**src/hdl/sicr_consts.svh**
```systemverilog
// Purpose: offsets, field positions, reset values and bus codes of the integration register bank
// Assumes: register indices are word indices; byte address is four times the index
// Notes:   definitions only
`ifndef SICR_CONSTS_SVH
`define SICR_CONSTS_SVH

// register indices (byte address = index * 4)
`define SICR_IDX_CTRL      6'h00
`define SICR_IDX_CAUSE     6'h01
`define SICR_IDX_SCRATCH0  6'h02
`define SICR_IDX_SCRATCH3  6'h05
`define SICR_IDX_ID_UPPER  6'h06
`define SICR_IDX_ID_LOWER  6'h07
`define SICR_IDX_IRQ_STAT  6'h10
`define SICR_IDX_IRQ_MASK  6'h11

// control field positions
`define SICR_CTRL_TRIG_BIT   4
`define SICR_CTRL_STOP_LOCK  3
`define SICR_CTRL_WAIT_LOCK  1
// bits software may store in the control register (reserved and trigger excluded)
`define SICR_CTRL_WR_MASK    16'hFA2F
`define SICR_CTRL_RESET      16'h0000

// reset cause bit positions and values
`define SICR_CAUSE_POR       16'h0004
`define SICR_CAUSE_PIN       16'h0008
`define SICR_CAUSE_WDOG      16'h0010
`define SICR_CAUSE_SW        16'h0020
`define SICR_CAUSE_MASK      16'h003C
`define SICR_CAUSE_WDOG_BIT  4

`define SICR_SCRATCH_RESET   16'h0000
`define SICR_IRQ_RESET       3'h0

// axi4-lite response codes
`define SICR_RESP_OKAY       2'h0
`define SICR_RESP_SLVERR     2'h2

`endif

```
**src/hdl/sicr_pkg.sv**
```systemverilog
// Purpose: types shared by the integration register bank
// Assumes: constants live in sicr_consts.svh
// Notes:   control word layout matches the register bit order
package sicr_pkg;

	// control register layout, msb first
	typedef struct packed {
		logic [3:0] timer_stop_clock_en;   // timer3..timer0
		logic       serial_stop_clock_en;
		logic       rsvd10;
		logic       timer3_input_select;
		logic [2:0] rsvd8_6;
		logic       debug_clock_always_on;
		logic       software_reset_trigger;
		logic [1:0] stop_disable;          // [1] lock, [0] disable
		logic [1:0] wait_disable;          // [1] lock, [0] disable
	} sicr_ctrl_type;

	// interrupt event set
	typedef struct packed {
		logic lock_write;    // write to a locked field
		logic wait_blocked;  // wait instruction refused
		logic stop_blocked;  // stop instruction refused
	} sicr_evt_type;

endpackage

```
**src/hdl/sicr_top.sv**
```systemverilog
// Purpose: system integration control register bank behind an axi4-lite slave
// Assumes: aclk 40 MHz; por_n async power-on reset; aresetn sync bus reset
// Notes:   one write and one read outstanding; 16-bit registers in low half of each word
//
// The AXI4-Lite register port was chosen for this implementation.
`timescale 1ns/10ps
`include "sicr_consts.svh"

module sicr_top #(
	parameter logic [15:0] CHIP_ID_UPPER = 16'h0A5C, // arbitrary value
	parameter logic [15:0] CHIP_ID_LOWER = 16'h3C69, // arbitrary value
	parameter int          NUM_TIMERS    = 4
) (
	// clock and resets
	input  wire logic                    aclk,
	input  wire logic                    aresetn,
	input  wire logic                    por_n,
	// axi4-lite write address and data
	input  wire logic [7:0]              s_axil_awaddr,
	input  wire logic                    s_axil_awvalid,
	output logic                         s_axil_awready,
	input  wire logic [31:0]             s_axil_wdata,
	input  wire logic [3:0]              s_axil_wstrb,
	input  wire logic                    s_axil_wvalid,
	output logic                         s_axil_wready,
	// axi4-lite write response
	output logic [1:0]                   s_axil_bresp,
	output logic                         s_axil_bvalid,
	input  wire logic                    s_axil_bready,
	// axi4-lite read
	input  wire logic [7:0]              s_axil_araddr,
	input  wire logic                    s_axil_arvalid,
	output logic                         s_axil_arready,
	output logic [31:0]                  s_axil_rdata,
	output logic [1:0]                   s_axil_rresp,
	output logic                         s_axil_rvalid,
	input  wire logic                    s_axil_rready,
	// reset sources
	input  wire logic                    reset_pin_n,
	input  wire logic                    watchdog_reset,
	output logic                         software_reset_req,
	output logic                         use_watchdog_vector,
	// power mode and core
	input  wire logic                    stop_mode,
	input  wire logic                    stop_instr,
	input  wire logic                    wait_instr,
	output logic                         stop_entry,
	output logic                         wait_entry,
	input  wire logic                    core_tap_enabled,
	output logic                         debug_clock_en,
	// peripheral clocks and timer 3 input
	output logic [NUM_TIMERS-1:0]        timer_clock_en,
	output logic                         serial_clock_en,
	input  wire logic                    pwm_reload_sync,
	input  wire logic                    routed_pin_in,
	output logic                         timer3_input,
	// interrupt
	output logic                         irq
);

	// state
	sicr_pkg::sicr_ctrl_type ctrl_q;
	logic [15:0]             cause_q;
	logic [15:0]             scratch_q [4];
	logic [2:0]              irq_stat_q;
	logic [2:0]              irq_mask_q;
	logic                    pin_meta_q, pin_rst_q;
	logic                    route_meta_q, route_q;
	logic                    sw_rst_q;
	logic                    aw_got_q, w_got_q;
	logic [5:0]              aw_idx_q;
	logic [31:0]             w_data_q;
	logic [3:0]              w_strb_q;
	logic [5:0]              rd_idx_q;

	// reset pin and routed pin synchronised, watchdog used as is; pin is active low at the package
	always_ff @(posedge aclk or negedge por_n)
	begin
		if (!por_n)
		begin
			pin_meta_q   <= 1'b0;
			pin_rst_q    <= 1'b0;
			route_meta_q <= 1'b0;
			route_q      <= 1'b0;
		end
		else
		begin
			pin_meta_q   <= ~reset_pin_n;
			pin_rst_q    <= pin_meta_q;
			route_meta_q <= routed_pin_in;
			route_q      <= route_meta_q;
		end
	end

	// system reset: pin, watchdog, trigger or bus reset; power-on is separate
	wire sys_rst = !aresetn || pin_rst_q || watchdog_reset || sw_rst_q;

	// bus handshakes
	wire aw_fire = s_axil_awvalid && s_axil_awready;
	wire w_fire  = s_axil_wvalid && s_axil_wready;
	wire b_fire  = s_axil_bvalid && s_axil_bready;
	wire ar_fire = s_axil_arvalid && s_axil_arready;
	wire r_fire  = s_axil_rvalid && s_axil_rready;
	wire wr_go   = aw_got_q && w_got_q && !s_axil_bvalid;

	// write decode; only the low two byte lanes reach the 16-bit registers
	wire [15:0] lane_mask  = {{8{w_strb_q[1]}}, {8{w_strb_q[0]}}};
	wire [15:0] wr_word    = w_data_q[15:0];
	wire        wr_ctrl    = wr_go && (aw_idx_q == `SICR_IDX_CTRL);
	wire        wr_scratch = wr_go && (aw_idx_q >= `SICR_IDX_SCRATCH0)
		&& (aw_idx_q <= `SICR_IDX_SCRATCH3);
	wire [1:0]  scr_sel    = 2'(aw_idx_q - `SICR_IDX_SCRATCH0);
	wire        wr_istat   = wr_go && (aw_idx_q == `SICR_IDX_IRQ_STAT);
	wire        wr_imask   = wr_go && (aw_idx_q == `SICR_IDX_IRQ_MASK);
	wire        wr_known   = (aw_idx_q <= `SICR_IDX_ID_LOWER)
		|| (aw_idx_q == `SICR_IDX_IRQ_STAT) || (aw_idx_q == `SICR_IDX_IRQ_MASK);

	// control merge: reserved bits and the trigger never stored
	wire [15:0] ctrl_mix   = (ctrl_q & ~lane_mask) | (wr_word & lane_mask);
	wire [15:0] ctrl_keep  = ctrl_mix & `SICR_CTRL_WR_MASK;
	wire        stop_lock  = ctrl_q[`SICR_CTRL_STOP_LOCK];
	wire        wait_lock  = ctrl_q[`SICR_CTRL_WAIT_LOCK];
	sicr_pkg::sicr_ctrl_type ctrl_d;
	always_comb
	begin
		ctrl_d = sicr_pkg::sicr_ctrl_type'(ctrl_keep);
		if (stop_lock)
			ctrl_d.stop_disable = ctrl_q.stop_disable;
		if (wait_lock)
			ctrl_d.wait_disable = ctrl_q.wait_disable;
	end
	wire sw_trigger = wr_ctrl && w_strb_q[0] && wr_word[`SICR_CTRL_TRIG_BIT];

	// control register: cleared by every reset, locks fall only there
	always_ff @(posedge aclk or negedge por_n)
	begin
		if (!por_n)
			ctrl_q <= sicr_pkg::sicr_ctrl_type'(`SICR_CTRL_RESET);
		else if (sys_rst)
			ctrl_q <= sicr_pkg::sicr_ctrl_type'(`SICR_CTRL_RESET);
		else if (wr_ctrl)
			ctrl_q <= ctrl_d;
	end

	// trigger pulse; it resets the part one cycle after the write lands
	always_ff @(posedge aclk or negedge por_n)
	begin
		if (!por_n)
			sw_rst_q <= 1'b0;
		else
			sw_rst_q <= sw_trigger && !sys_rst;
	end

	// cause register: power-on sets it async, then levels refresh it by rank
	always_ff @(posedge aclk or negedge por_n)
	begin
		if (!por_n)
			cause_q <= `SICR_CAUSE_POR;
		else if (pin_rst_q)
			cause_q <= `SICR_CAUSE_PIN;
		else if (watchdog_reset)
			cause_q <= `SICR_CAUSE_WDOG;
		else if (sw_rst_q)
			cause_q <= `SICR_CAUSE_SW;
	end

	// scratch words survive every reset but power-on
	always_ff @(posedge aclk or negedge por_n)
	begin
		if (!por_n)
			for (int i = 0; i < 4; i++)
				scratch_q[i] <= `SICR_SCRATCH_RESET;
		else if (wr_scratch)
			scratch_q[scr_sel] <= (scratch_q[scr_sel] & ~lane_mask) | (wr_word & lane_mask);
	end

	// interrupt events; a new event beats a write-one clear
	sicr_pkg::sicr_evt_type evt;
	assign evt.stop_blocked = stop_instr && ctrl_q.stop_disable[0];
	assign evt.wait_blocked = wait_instr && ctrl_q.wait_disable[0];
	assign evt.lock_write   = wr_ctrl && w_strb_q[0] && (stop_lock || wait_lock);
	wire [2:0] istat_clr    = wr_istat && w_strb_q[0] ? wr_word[2:0] : 3'h0;

	always_ff @(posedge aclk)
	begin
		if (!aresetn || !por_n)
		begin
			irq_stat_q <= `SICR_IRQ_RESET;
			irq_mask_q <= `SICR_IRQ_RESET;
		end
		else
		begin
			irq_stat_q <= (irq_stat_q & ~istat_clr) | evt;
			if (wr_imask && w_strb_q[0])
				irq_mask_q <= wr_word[2:0];
		end
	end

	// read mux; reserved bits and unknown words read zero
	wire [5:0] ar_idx = s_axil_araddr[7:2];
	wire       rd_scr = (ar_idx >= `SICR_IDX_SCRATCH0) && (ar_idx <= `SICR_IDX_SCRATCH3);
	wire [1:0] rd_sel = 2'(ar_idx - `SICR_IDX_SCRATCH0);
	logic [15:0] rd_word;
	logic        rd_ok;
	always_comb
	begin
		rd_ok   = 1'b1;
		rd_word = 16'h0000;
		if (rd_scr)
			rd_word = scratch_q[rd_sel];
		else if (ar_idx == `SICR_IDX_CTRL)
			rd_word = 16'(ctrl_q) & `SICR_CTRL_WR_MASK;
		else if (ar_idx == `SICR_IDX_CAUSE)
			rd_word = cause_q & `SICR_CAUSE_MASK;
		else if (ar_idx == `SICR_IDX_ID_UPPER)
			rd_word = CHIP_ID_UPPER;
		else if (ar_idx == `SICR_IDX_ID_LOWER)
			rd_word = CHIP_ID_LOWER;
		else if (ar_idx == `SICR_IDX_IRQ_STAT)
			rd_word = {13'h0000, irq_stat_q};
		else if (ar_idx == `SICR_IDX_IRQ_MASK)
			rd_word = {13'h0000, irq_mask_q};
		else
			rd_ok = 1'b0;
	end

	// write channels: address and data taken in any order, answer follows both
	always_ff @(posedge aclk)
	begin
		if (!aresetn || !por_n)
		begin
			s_axil_awready <= 1'b1;
			s_axil_wready  <= 1'b1;
			aw_got_q       <= 1'b0;
			w_got_q        <= 1'b0;
			aw_idx_q       <= 6'h00;
			w_data_q       <= 32'h0000_0000;
			w_strb_q       <= 4'h0;
			s_axil_bvalid  <= 1'b0;
			s_axil_bresp   <= `SICR_RESP_OKAY;
		end
		else
		begin
			if (aw_fire)
			begin
				aw_got_q       <= 1'b1;
				aw_idx_q       <= s_axil_awaddr[7:2];
				s_axil_awready <= 1'b0;
			end
			if (w_fire)
			begin
				w_got_q       <= 1'b1;
				w_data_q      <= s_axil_wdata;
				w_strb_q      <= s_axil_wstrb;
				s_axil_wready <= 1'b0;
			end
			if (wr_go)
			begin
				aw_got_q      <= 1'b0;
				w_got_q       <= 1'b0;
				s_axil_bvalid <= 1'b1;
				s_axil_bresp  <= wr_known ? `SICR_RESP_OKAY : `SICR_RESP_SLVERR;
			end
			if (b_fire)
			begin
				s_axil_bvalid  <= 1'b0;
				s_axil_awready <= 1'b1;
				s_axil_wready  <= 1'b1;
			end
		end
	end

	// read channel: answer one cycle after the address is taken
	always_ff @(posedge aclk)
	begin
		if (!aresetn || !por_n)
		begin
			s_axil_arready <= 1'b1;
			s_axil_rvalid  <= 1'b0;
			s_axil_rdata   <= 32'h0000_0000;
			s_axil_rresp   <= `SICR_RESP_OKAY;
			rd_idx_q       <= 6'h00;
		end
		else if (ar_fire)
		begin
			s_axil_arready <= 1'b0;
			s_axil_rvalid  <= 1'b1;
			s_axil_rdata   <= {16'h0000, rd_word};
			s_axil_rresp   <= rd_ok ? `SICR_RESP_OKAY : `SICR_RESP_SLVERR;
			rd_idx_q       <= ar_idx;
		end
		else if (r_fire)
		begin
			s_axil_rvalid  <= 1'b0;
			s_axil_arready <= 1'b1;
		end
	end

	// clock enables in stop mode, per timer channel
	for (genvar t = 0; t < NUM_TIMERS; t++)
	begin : g_timer_clk
		always_ff @(posedge aclk)
		begin
			if (!por_n)
				timer_clock_en[t] <= 1'b1;
			else
				timer_clock_en[t] <= !stop_mode || ctrl_q.timer_stop_clock_en[t];
		end
	end

	// remaining outputs, all registered; one cycle of latency is accepted for a clean edge
	always_ff @(posedge aclk)
	begin
		if (!por_n)
		begin
			serial_clock_en     <= 1'b1;
			timer3_input        <= 1'b0;
			debug_clock_en      <= 1'b0;
			stop_entry          <= 1'b0;
			wait_entry          <= 1'b0;
			use_watchdog_vector <= 1'b0;
			software_reset_req  <= 1'b0;
			irq                 <= 1'b0;
		end
		else
		begin
			serial_clock_en     <= !stop_mode || ctrl_q.serial_stop_clock_en;
			timer3_input        <= ctrl_q.timer3_input_select ? route_q : pwm_reload_sync;
			debug_clock_en      <= ctrl_q.debug_clock_always_on || core_tap_enabled;
			stop_entry          <= stop_instr && !ctrl_q.stop_disable[0];
			wait_entry          <= wait_instr && !ctrl_q.wait_disable[0];
			use_watchdog_vector <= cause_q[`SICR_CAUSE_WDOG_BIT];
			software_reset_req  <= sw_rst_q;
			irq                 <= |(irq_stat_q & irq_mask_q);
		end
	end
endmodule // sicr_top

```
**config.mk**
```make
export PLATFORM = sky130hd
export DESIGN_NAME = sicr_top
export DESIGN_NICKNAME = d
export VERILOG_FILES = /design/src/hdl/sicr_pkg.sv /design/src/hdl/sicr_top.sv
export VERILOG_INCLUDE_DIRS = /design/src /design/src/hdl
export SDC_FILE = /design/constraint.sdc
export NUM_CORES = 1
export LEC_CHECK = 0
export ABC_CLOCK_PERIOD_IN_PS = 1700
export BUFFER_PORTS_ARGS = -buffer_cell sky130_fd_sc_hd__buf_4
export CAP_MARGIN = 20
export CELL_PAD_IN_SITES_DETAIL_PLACEMENT = 1
export CELL_PAD_IN_SITES_GLOBAL_PLACEMENT = 1
export CORE_UTILIZATION = 43
export DETAILED_ROUTE_END_ITERATION = 10
export PLACE_DENSITY = 0.81
export SLEW_MARGIN = 20
export SYNTH_ARGS = -nofsm -noshare
export SYNTH_HDL_FRONTEND = slang
export SYNTH_SLANG_ARGS = --single-unit
```
**constraint.sdc**
```tcl
create_clock -name aclk -period 1.7 [get_ports aclk]
set_input_delay 0.34 -clock aclk [delete_from_list [all_inputs] [get_ports aclk]]
set_output_delay 0.34 -clock aclk [all_outputs]
set_load 0.02 [all_outputs]
```
==> results_dict.tcl, run 1 <==
set metrics [dict create \
    overflow 0 \
    powerDensity_nw_per_um2 1000 \
    rows 45 \
    cp-end-kind "register" \
    reg2reg_from "aw_idx_q[0]$_SDFFE_PP0P_" \
    synth_top_family_by_area "multiplexers" \
    r2r_cells 4 \
    avgSynthCellArea_um2 10.1 \
    h-tree-depth 4 \
    yosysTopAreaCell "dfrtp_1" \
    start_kind "register" \
    crit_cells 4 \
    pin_count 121 \
    endpoint "scratch_q[16]$_DFFE_PN0P_" \
    syn-cell-area_um2 6790 \
    numCtsBuffers 17 \
    fmax_mhz 578 \
    clk_path_buf_depth 2 \
    final_cell_mix "nand2_1, buf_4, o21ai_0, dfrtp_1, dfxtp_1" \
    synth_adder_area_share_pct 0 \
    crit_family "multiplexers" \
    initial_core_util_pct 44.3 \
    synth_area_leaders "dfrtp_1, dfxtp_1, mux4_2" \
    rr_endpoint "scratch_q[16]$_DFFE_PN0P_" \
    ys.flop_type "dfrtp_1" \
    final_util_pct 56.8 \
    vdd_ir_drop_max_mv 0.715 \
    yosysTopAreaCellShare_pct 30.6 \
    synth-compound-area-share_pct 13.6 \
    synth_cells 671 \
    area_growth_pct 28.2 \
    synth_edf_count 0 \
    die_area_um2 16300 \
    drv_slew 0 \
    crit_type "reg2reg" \
    ys_ff_latch 151 \
    clk_pin_slew_ps 60 \
    crit_chain "buf_12 > mux4_2 > mux2i_1 > o21ai_0" \
    port_buffers 80 \
    die_x_um 128 \
    synth.lib_cells_used.distinct 51 \
    muxShareOfSynthArea_pct 14.8 \
    worstMarginPinSlew_ps 833 \
    min_path_type "in2reg" \
    ys_async_sr_fraction_pct 55.6 \
    setup_slack_ps -29.7 \
    place_worst_setup_slack_ps -143 \
    skew_ps 5.07 \
    insertion_delay_ps 430 \
    final_nets 841 \
    drive_above_1_share_pct 28.4 \
    crit_buf_inv 1 \
    cap_violations 0 \
    grt_pass1_vias 6154 \
    grt_max_degree 55 \
    violations "negative setup slack" \
    fin_crit_sh_pct 102 \
    drt-total-wl_mm 22.2 \
    regToRegSetupSlack_ps -30 \
    worst-path-max-fanout 11 \
    drtPass1Iterations 7 \
    grt_antenna_before_repair 0 \
    drtAntennaViolNets 0 \
    clock-sinks 151 \
    gp_congestion 0.819 \
    slowest_delay_ps 500 \
    status "finished with violations" \
    fin_setup_tns_ps -107 \
    die_y_um 128 \
    p_leak_nw 3.60 \
    critical_path_required_ps 1990 \
    hpwl_mm 13.9 \
    setup_viol 4 \
    antennaDiodeCount 0 \
    layout_commonest_cell "nand2_1" \
    fin_crit_ps 1730 \
    yosysWarnings 0 \
    design.core.area_um2 15300 \
    clockRootBuffer "clkbuf_16" \
    ys_seq_area_share_pct 50.8 \
    drt-initial-drc-count 451 \
    setup.worst_path.start "aw_idx_q[0]$_SDFFE_PP0P_" \
    cp_slowest_cell "mux4_2" \
    slew_headroom_pct 44.5 \
    hold_viol_final 0 \
    critPathArrivalTime_ps 2020 \
    synth_xor_area_share_pct 0.129 \
    synth-simple-area-share_pct 14.7 \
    via_per_inst 5.75 \
    grt_pass1_wl_mm 33.9 \
    wl_per_cell_um 22.3 \
    route.vias.total 5734 \
    cts_tree "done" \
    track_usage_pct 27.8 \
    drc 0 \
]
==> worst min-delay path by stage <==
stage                  startpoint                endpoint  slack (ps)  cells after the start
finish              routed_pin_in  route_meta_q$_DFF_PN0_          20                      1
global route        routed_pin_in  route_meta_q$_DFF_PN0_          10                      1
CTS                 routed_pin_in  route_meta_q$_DFF_PN0_          10                      1
detailed placement          por_n      sw_rst_q$_DFF_PN0_         160                      1
global placement            por_n      sw_rst_q$_DFF_PN0_         150                      1
floorplan                   por_n  cause_q[3]$_DFFE_PN0P_          40                      0
==> worst reg2reg max path, cell delays in order, from the launching register on <==
cell and delay, ps:
dfxtp_4 390, buf_12 170, mux4_2 510, mux2i_1 340, o21ai_0 180
==> cells in the mapped netlist (all sizes together) (2+ instances only) <==
master,instances
a211oi,3
a21oi,48
a221oi,6
a22oi,4
a311oi,2
a31oi,2
and2,7
and3b,2
buf,36
clkbuf,26
dfrtp,83
dfxtp,67
inv,7
mux2,4
mux2i,33
mux4,28
nand2,123
nand2b,3
nand3,13
nand4,3
nand4b,4
nor2,32
nor2b,5
nor3,11
nor4,4
o21a,2
o21ai,88
o22ai,4
or2,5
or3,2
==> per-layer routing <==
layer | up-vias | share of wire [%] | global-route usage [%]
met4 | 0 | 4.3 | 16.0
met5 | - | 0 | 0
met1 | 2899 | 40 | 32.2
met3 | 67 | 4.1 | 5.28
li1 | 2557 | - | -
met2 | 211 | 52 | 48.2
==> logic make-up after synthesis <==
group,count (synthesis)
XOR/XNOR,1
flip-flops,151
AO/OA/AOI/OAI,167
buffers and inverters,69
multiplexers,65
AND/OR/NAND/NOR,217
other,1
==> state kept, by name, indices dropped and copies added, names as in the netlist, 2 cells and up <==
register / cells
scratch_q: 64
s_axil_rdata: 16
w_data_q: 16
ctrl_q: 11
aw_idx_q: 6
cause_q: 4
timer_clock_en: 4
irq_mask_q: 3
irq_stat_q: 3
w_strb_q: 2
==> where the power goes <==
part           switching, mW  leakage [nW]  internal (mW)
sequential            0.0563          1.70           3.63
clock                   1.51         0.333           2.87
combinational          0.396          1.57          0.277
total                   1.96          3.60           6.77
==> cell type report <==
class                      count  area, µm²
multi-input combinational    468       3190
inverter                       7       26.3
tap                          211        264
clock buffer                  20        467
fill                        1654       6610
clock inverter                12        220
sequential                   151       3450
timing repair buffer         128       1080
==> per-stage QoR <==
step / total power [mW] / cells / cell area [µm²] / hold WS (ps)
after floorplan: 4.09 / 688 / 6850 / 44.4
after global placement: 4.35 / 961 / 7770 / 154
after detailed placement: 4.37 / 961 / 7770 / 156
after CTS: 8.73 / 994 / 8570 / 9.54
after global routing: 8.96 / 997 / 8700 / 10.9
final: 8.73 / 997 / 8700 / 18.6
==> repair_timing <==
action	in CTS	in global routing
gates resized for setup	18	22
endpoints found under the setup margin	35	74
gates cloned	0	1
hold endpoints to repair	5	0
hold buffers	1	0
setup buffers	0	2
pin swaps	0	1
Note: power is estimated with default switching activity, not from simulation.
==> run 2, diff against run 1 <==
--- a/config.mk
+++ b/config.mk
@@ -14,6 +14,7 @@
 export CORE_UTILIZATION = 43
 export DETAILED_ROUTE_END_ITERATION = 10
 export PLACE_DENSITY = 0.81
+export REMOVE_ABC_BUFFERS = 1
 export SLEW_MARGIN = 20
 export SYNTH_ARGS = -nofsm -noshare
 export SYNTH_HDL_FRONTEND = slang
==> results_dict.tcl, run 2 (synthesis results as in run 1) <==
set metrics [dict create \
    status "finished with violations" \
    violations "negative setup slack" \
    setup_viol 62 \
    cts_tree "done" \
    crit_type "reg2reg" \
    layout_commonest_cell "buf_4" \
    die_area_um2 16300 \
    swShare_pct 24.9 \
    die_x_um 128 \
    wl_per_cell_um 25.9 \
    place_worst_setup_slack_ps -134 \
    fin_crit_sh_pct 110 \
    grt_max_degree 46 \
    fmax_mhz 534 \
    h-tree-depth 4 \
    overflow 0 \
    drt-total-wl_mm 26.3 \
    drtPass1Iterations 5 \
    hold_slack_ps 32.6 \
    combPwrFrac_pct 8.3 \
    clk_pin_slew_ps 60 \
    clkPwrFrac_pct 48.1 \
    skew_ps 13.4 \
    drt-initial-drc-count 584 \
    area_growth_pct 34.3 \
    rsz0062_at_grt "true" \
    via_per_inst 6.13 \
    dp.cells 964 \
    largest_reg_flops 64 \
    cap_violations 0 \
    rows 45 \
    start_kind "register" \
    track_usage_pct 27.9 \
    hold_viol_final 0 \
    final_util_pct 59.5 \
    grt_antenna_before_repair 0 \
    p_leak_nw 3.75 \
    drive_above_1_share_pct 36.2 \
    fin_setup_tns_ps -5070 \
    grt_pass1_vias 6364 \
    numCtsBuffers 17 \
    clockRootBuffer "clkbuf_16" \
    critical_path_required_ps 2020 \
    fin_crit_ps 1870 \
    clock-sinks 151 \
    powerDensity_nw_per_um2 926 \
    pin_count 121 \
    antennaDiodeCount 0 \
    largest_register "scratch_q" \
    port_buffers 80 \
    dpl_cell_area_um2 7780 \
    worst-path-max-fanout 8 \
    design.core.area_um2 15300 \
    clk_path_buf_depth 2 \
    final_cell_mix "buf_4, nand2_1, dfrtp_1, dfxtp_1, a21oi_1" \
    layout.cells.non_filler 1015 \
    min_path_type "in2reg" \
    p_seq_share_pct 43.6 \
    drv_slew 0 \
    die_y_um 128 \
    final_area_um2 9110 \
    insertion_delay_ps 450 \
    grt_pass1_wl_mm 34.0 \
    critPathArrivalTime_ps 2190 \
    drc 0 \
    gp_congestion 0.842 \
    power.internal_mw 6.34 \
    total_power_mw 8.44 \
    p_sw_mw 2.10 \
    initial_core_util_pct 44.3 \
    route.vias.total 6220 \
    hpwl_mm 13.6 \
    drtAntennaViolNets 0 \
    fill_cells 1613 \
    reg_top3 "scratch_q x64, s_axil_rdata x16, w_data_q x16" \
    setup_slack_ps -172 \
    vdd_ir_drop_max_mv 0.791 \
    final_nets 859 \
    cp-end-kind "register" \
]
## run 2: final timing paths
kind,end,slack (ps),depth (start not counted),startpoint
min in group asynchronous,ctrl_q[5]$_DFFE_PN0P_,250,2,por_n
max in group asynchronous,scratch_q[28]$_DFFE_PN0P_,590,4,por_n
worst max-delay path,scratch_q[37]$_DFFE_PN0P_,-170,7,s_axil_bvalid$_SDFFE_PP0N_
worst min register to register,route_q$_DFF_PN0_,350,0,route_meta_q$_DFF_PN0_
worst min-delay path,pin_meta_q$_DFF_PN0_,30,2,reset_pin_n
worst max register to register,scratch_q[37]$_DFFE_PN0P_,-170,7,s_axil_bvalid$_SDFFE_PP0N_
## run 2: what timing repair did
action	in CTS	in global routing
gates cloned	0	9
gates resized for setup	13	142
setup endpoints to repair	34	67
buffers inserted	0	8
hold endpoints to repair	39	0
pin swaps	1	22
hold buffers	2	0
## run 2: layer usage
metal / vias up / wire, µm / global-route usage (%) / share of wire (%)
li1: 2594 / - / - / -
met4: 0 / 1390 / 16.1 / 5.3
met5: - / 0 / 0 / 0
met3: 118 / 1590 / 6.28 / 6.0
met1: 3168 / 9930 / 33.3 / 38
met2: 340 / 13400 / 46.7 / 51
## run 2: power groups by stage
stage,combinational [mW],clock [mW],sequential (mW)
after CTS,0.666,4.03,3.68
final,0.702,4.06,3.68
after detailed placement,0.650,0,3.74
after global routing,0.748,4.21,3.68
after floorplan,0.221,0,3.77
after global placement,0.631,0,3.74
## run 2: final cells by class
| cell class | instances | area, µm² | share of cell area, % |
|---|---|---|---|
| sequential | 151 | 3450 | 37.9 |
| multi-input combinational | 468 | 3420 | 37.5 |
| timing repair buffer | 146 | 1340 | 14.7 |
| clock buffer | 18 | 429 | 4.71 |
| tap | 211 | 264 | 2.90 |
| clock inverter | 14 | 183 | 2.00 |
| inverter | 7 | 26.3 | 0.288 |
## run 2: critical path, stage by stage, from the launching register on
cell	delay, ps
dfxtp_4	340
nand3b_1	340
nor4_4	370
nand4b_1	180
buf_6	180
buf_12	160
nand2_2	100
o21ai_2	70
==> run 3, diff against run 2 <==
--- a/config.mk
+++ b/config.mk
@@ -6,14 +6,17 @@
 export SDC_FILE = /design/constraint.sdc
 export NUM_CORES = 1
 export LEC_CHECK = 0
+export ABC_AREA = 1
 export ABC_CLOCK_PERIOD_IN_PS = 1700
 export BUFFER_PORTS_ARGS = -buffer_cell sky130_fd_sc_hd__buf_4
 export CAP_MARGIN = 20
 export CELL_PAD_IN_SITES_DETAIL_PLACEMENT = 1
 export CELL_PAD_IN_SITES_GLOBAL_PLACEMENT = 1
-export CORE_UTILIZATION = 43
+export CORE_UTILIZATION = 41
 export DETAILED_ROUTE_END_ITERATION = 10
-export PLACE_DENSITY = 0.81
+export MAX_ROUTING_LAYER = met4
+export PLACE_DENSITY = 0.82
+export RECOVER_POWER = 50
 export REMOVE_ABC_BUFFERS = 1
 export SLEW_MARGIN = 20
 export SYNTH_ARGS = -nofsm -noshare
==> results_dict.tcl, run 3 <==
set metrics [dict create \
    status "finished clean" \
    clk_pin_slew_ps 60 \
    setup.worst_path.start "pin_rst_q$_DFF_PN0_" \
    hpwl_mm 16.5 \
    area_growth_pct 23.5 \
    synth_area_leaders "dfrtp_1, dfxtp_1, nand2_1" \
    regToRegSetupSlack_ps 110 \
    swShare_pct 25.4 \
    fin_crit_sh_pct 93.3 \
    cts_setup_buffers 0 \
    p_sw_mw 2.02 \
    clockRootBuffer "clkbuf_16" \
    crit_family "buffers and inverters" \
    reg2reg_from "pin_rst_q$_DFF_PN0_" \
    rsz0062_at_grt "false" \
    p_seq_share_pct 46.4 \
    critPathArrivalTime_ps 1930 \
    h-tree-depth 4 \
    largest_register "scratch_q" \
    worstMarginPinSlew_ps 1040 \
    hold_slack_ps 48.2 \
    fill_cells 2029 \
    port_buffers 80 \
    largest_reg_flops 64 \
    power.internal_mw 5.94 \
    drv_slew 0 \
    crit_buf_inv 3 \
    vdd_ir_drop_max_mv 0.725 \
    skew_ps 9.27 \
    rr_endpoint "ctrl_q[5]$_DFFE_PN0P_" \
    drt-total-wl_mm 23.8 \
    crit_type "reg2reg" \
    setup_viol 0 \
    critical_path_required_ps 2040 \
    via_per_inst 5.51 \
    ys_top_cells_by_count "nand2_1, o21ai_0, dfrtp_1, dfxtp_1, inv_1" \
    final_cell_mix "nand2_1, buf_4, o21ai_0, dfrtp_1" \
    drc 0 \
    drive_above_1_share_pct 17.3 \
    synth_edf_count 0 \
    final_nets 1072 \
    slew_headroom_pct 30.8 \
    cts_tree "done" \
    layout.cells.non_filler 1233 \
    layout_commonest_cell "nand2_1" \
    antennaDiodeCount 0 \
    clk_path_buf_depth 2 \
    grt_antenna_before_repair 0 \
    die_area_um2 17200 \
    drt-initial-drc-count 563 \
    synth.lib_cells_used.distinct 39 \
    die_y_um 131 \
    ys_ff_latch 151 \
    dp.cells 1200 \
    cp-end-kind "register" \
    overflow 0 \
    combPwrFrac_pct 9.0 \
    syn-cell-area_um2 6840 \
    yosysWarnings 0 \
    reg_top3 "scratch_q x64, s_axil_rdata x16, w_data_q x16" \
    grt_pass1_vias 7055 \
    crit_cells 8 \
    fin_crit_ps 1590 \
    synth_most_common_cell "nand2_1" \
    clock-sinks 151 \
    ys_seq_area_share_pct 50.3 \
    grt_max_degree 44 \
    initial_core_util_pct 42.6 \
    synth_cells 882 \
    start_kind "register" \
    total_power_mw 7.95 \
    numCtsBuffers 17 \
    cp_slowest_cell "dfrtp_1" \
    rows 46 \
    route.vias.total 6789 \
    endpoint "ctrl_q[5]$_DFFE_PN0P_" \
    slowest_delay_ps 370 \
    fin_setup_tns_ps 0 \
    insertion_delay_ps 430 \
    worst-path-max-fanout 4 \
    clkPwrFrac_pct 44.6 \
    track_usage_pct 29.7 \
    die_x_um 131 \
    min_path_type "in2reg" \
    drtAntennaViolNets 0 \
    ys_async_sr_fraction_pct 55.6 \
    hold_viol_final 0 \
    yosysTopAreaCellShare_pct 30.4 \
    design.core.area_um2 16100 \
    cap_violations 0 \
    fmax_mhz 630 \
    wl_per_cell_um 19.3 \
    powerDensity_nw_per_um2 941 \
    ys.flop_type "dfrtp_1" \
    pin_count 121 \
    grt_pass1_wl_mm 38.2 \
    yosysTopAreaCell "dfrtp_1" \
    gp_congestion 0.875 \
    p_leak_nw 3.83 \
    crit_chain "inv_1 > nand2_1 > nor2_1 > nand2_1 > inv_1 > buf_4 > o21ai_0 > a21oi_1" \
    final_util_pct 52.6 \
    r2r_cells 8 \
    drtPass1Iterations 5 \
    avgSynthCellArea_um2 7.76 \
]
==> run 3: changes by cell type after synthesis, sizes merged, moves of 7 or more <==
cell    delta
nor2      +42
a21oi     +10
mux4      -28
nand2    +150
clkbuf    -17
a22oi      +8
mux2i     -33
nor3       -7
o21ai     +23
inv       +67
and2       -7
nand4     +12
nand3     +12
==> run 3: worst min path at each step <==
stage,start,to,slack [ps],cells past startpoint
after floorplan,por_n,cause_q[3]$_DFFE_PN0P_,40,0
after global placement,por_n,ctrl_q[9]$_DFFE_PN0P_,190,1
after detailed placement,por_n,ctrl_q[9]$_DFFE_PN0P_,190,1
after CTS,routed_pin_in,route_meta_q$_DFF_PN0_,10,1
after global routing,routed_pin_in,route_meta_q$_DFF_PN0_,30,1
final,routed_pin_in,route_meta_q$_DFF_PN0_,50,1
==> run 3: routing by layer <==
metal / wire (µm) / global-route usage (%) / up-vias
met4: 729 / 12.9 / 0
met2: 11700 / 47.3 / 260
met1: 10100 / 36.2 / 3365
met5: 0 / - / -
li1: - / - / 3101
met3: 1350 / 6.48 / 63
==> run 3: area by class of cell <==
cell class / instances / area [µm²] / share of cell area, %
inverter: 75 / 282 / 3.33
clock buffer: 24 / 503 / 5.95
clock inverter: 8 / 45.0 / 0.533
tap: 216 / 270 / 3.20
sequential: 151 / 3450 / 40.8
multi-input combinational: 623 / 2900 / 34.3
timing repair buffer: 136 / 1000 / 11.9
==> run 3: kinds of logic after synthesis <==
kind of cell / share of synthesized area (%)
other: 0.0548
buffers and inverters: 8.43
AO/OA/AOI/OAI: 17.4
AND/OR/NAND/NOR: 23.8
flip-flops: 50.3
==> run 3: through the flow <==
stage	setup slack [ps]	area, µm²
global placement	123	7990
global route	15.7	8450
detailed placement	58.0	7990
CTS	64.5	8550
floorplan	92.2	6610
finish	113	8450
==> run 3: power by group through the flow <==
stage | clock, mW | combinational, mW | sequential (mW)
6_report | 3.55 | 0.715 | 3.69
3_3_place_gp | 0 | 0.706 | 3.76
3_5_place_dp | 0 | 0.726 | 3.76
4_1_cts | 3.58 | 0.735 | 3.69
5_1_grt | 3.76 | 0.774 | 3.70
2_1_floorplan | 0 | 0.283 | 3.79
==> run 3: timing repair <==
item | CTS | global route
hold endpoints to repair | 4 | 0
gates resized for setup | 0 | 6
setup endpoints to repair | 0 | 17
hold buffers | 1 | 0
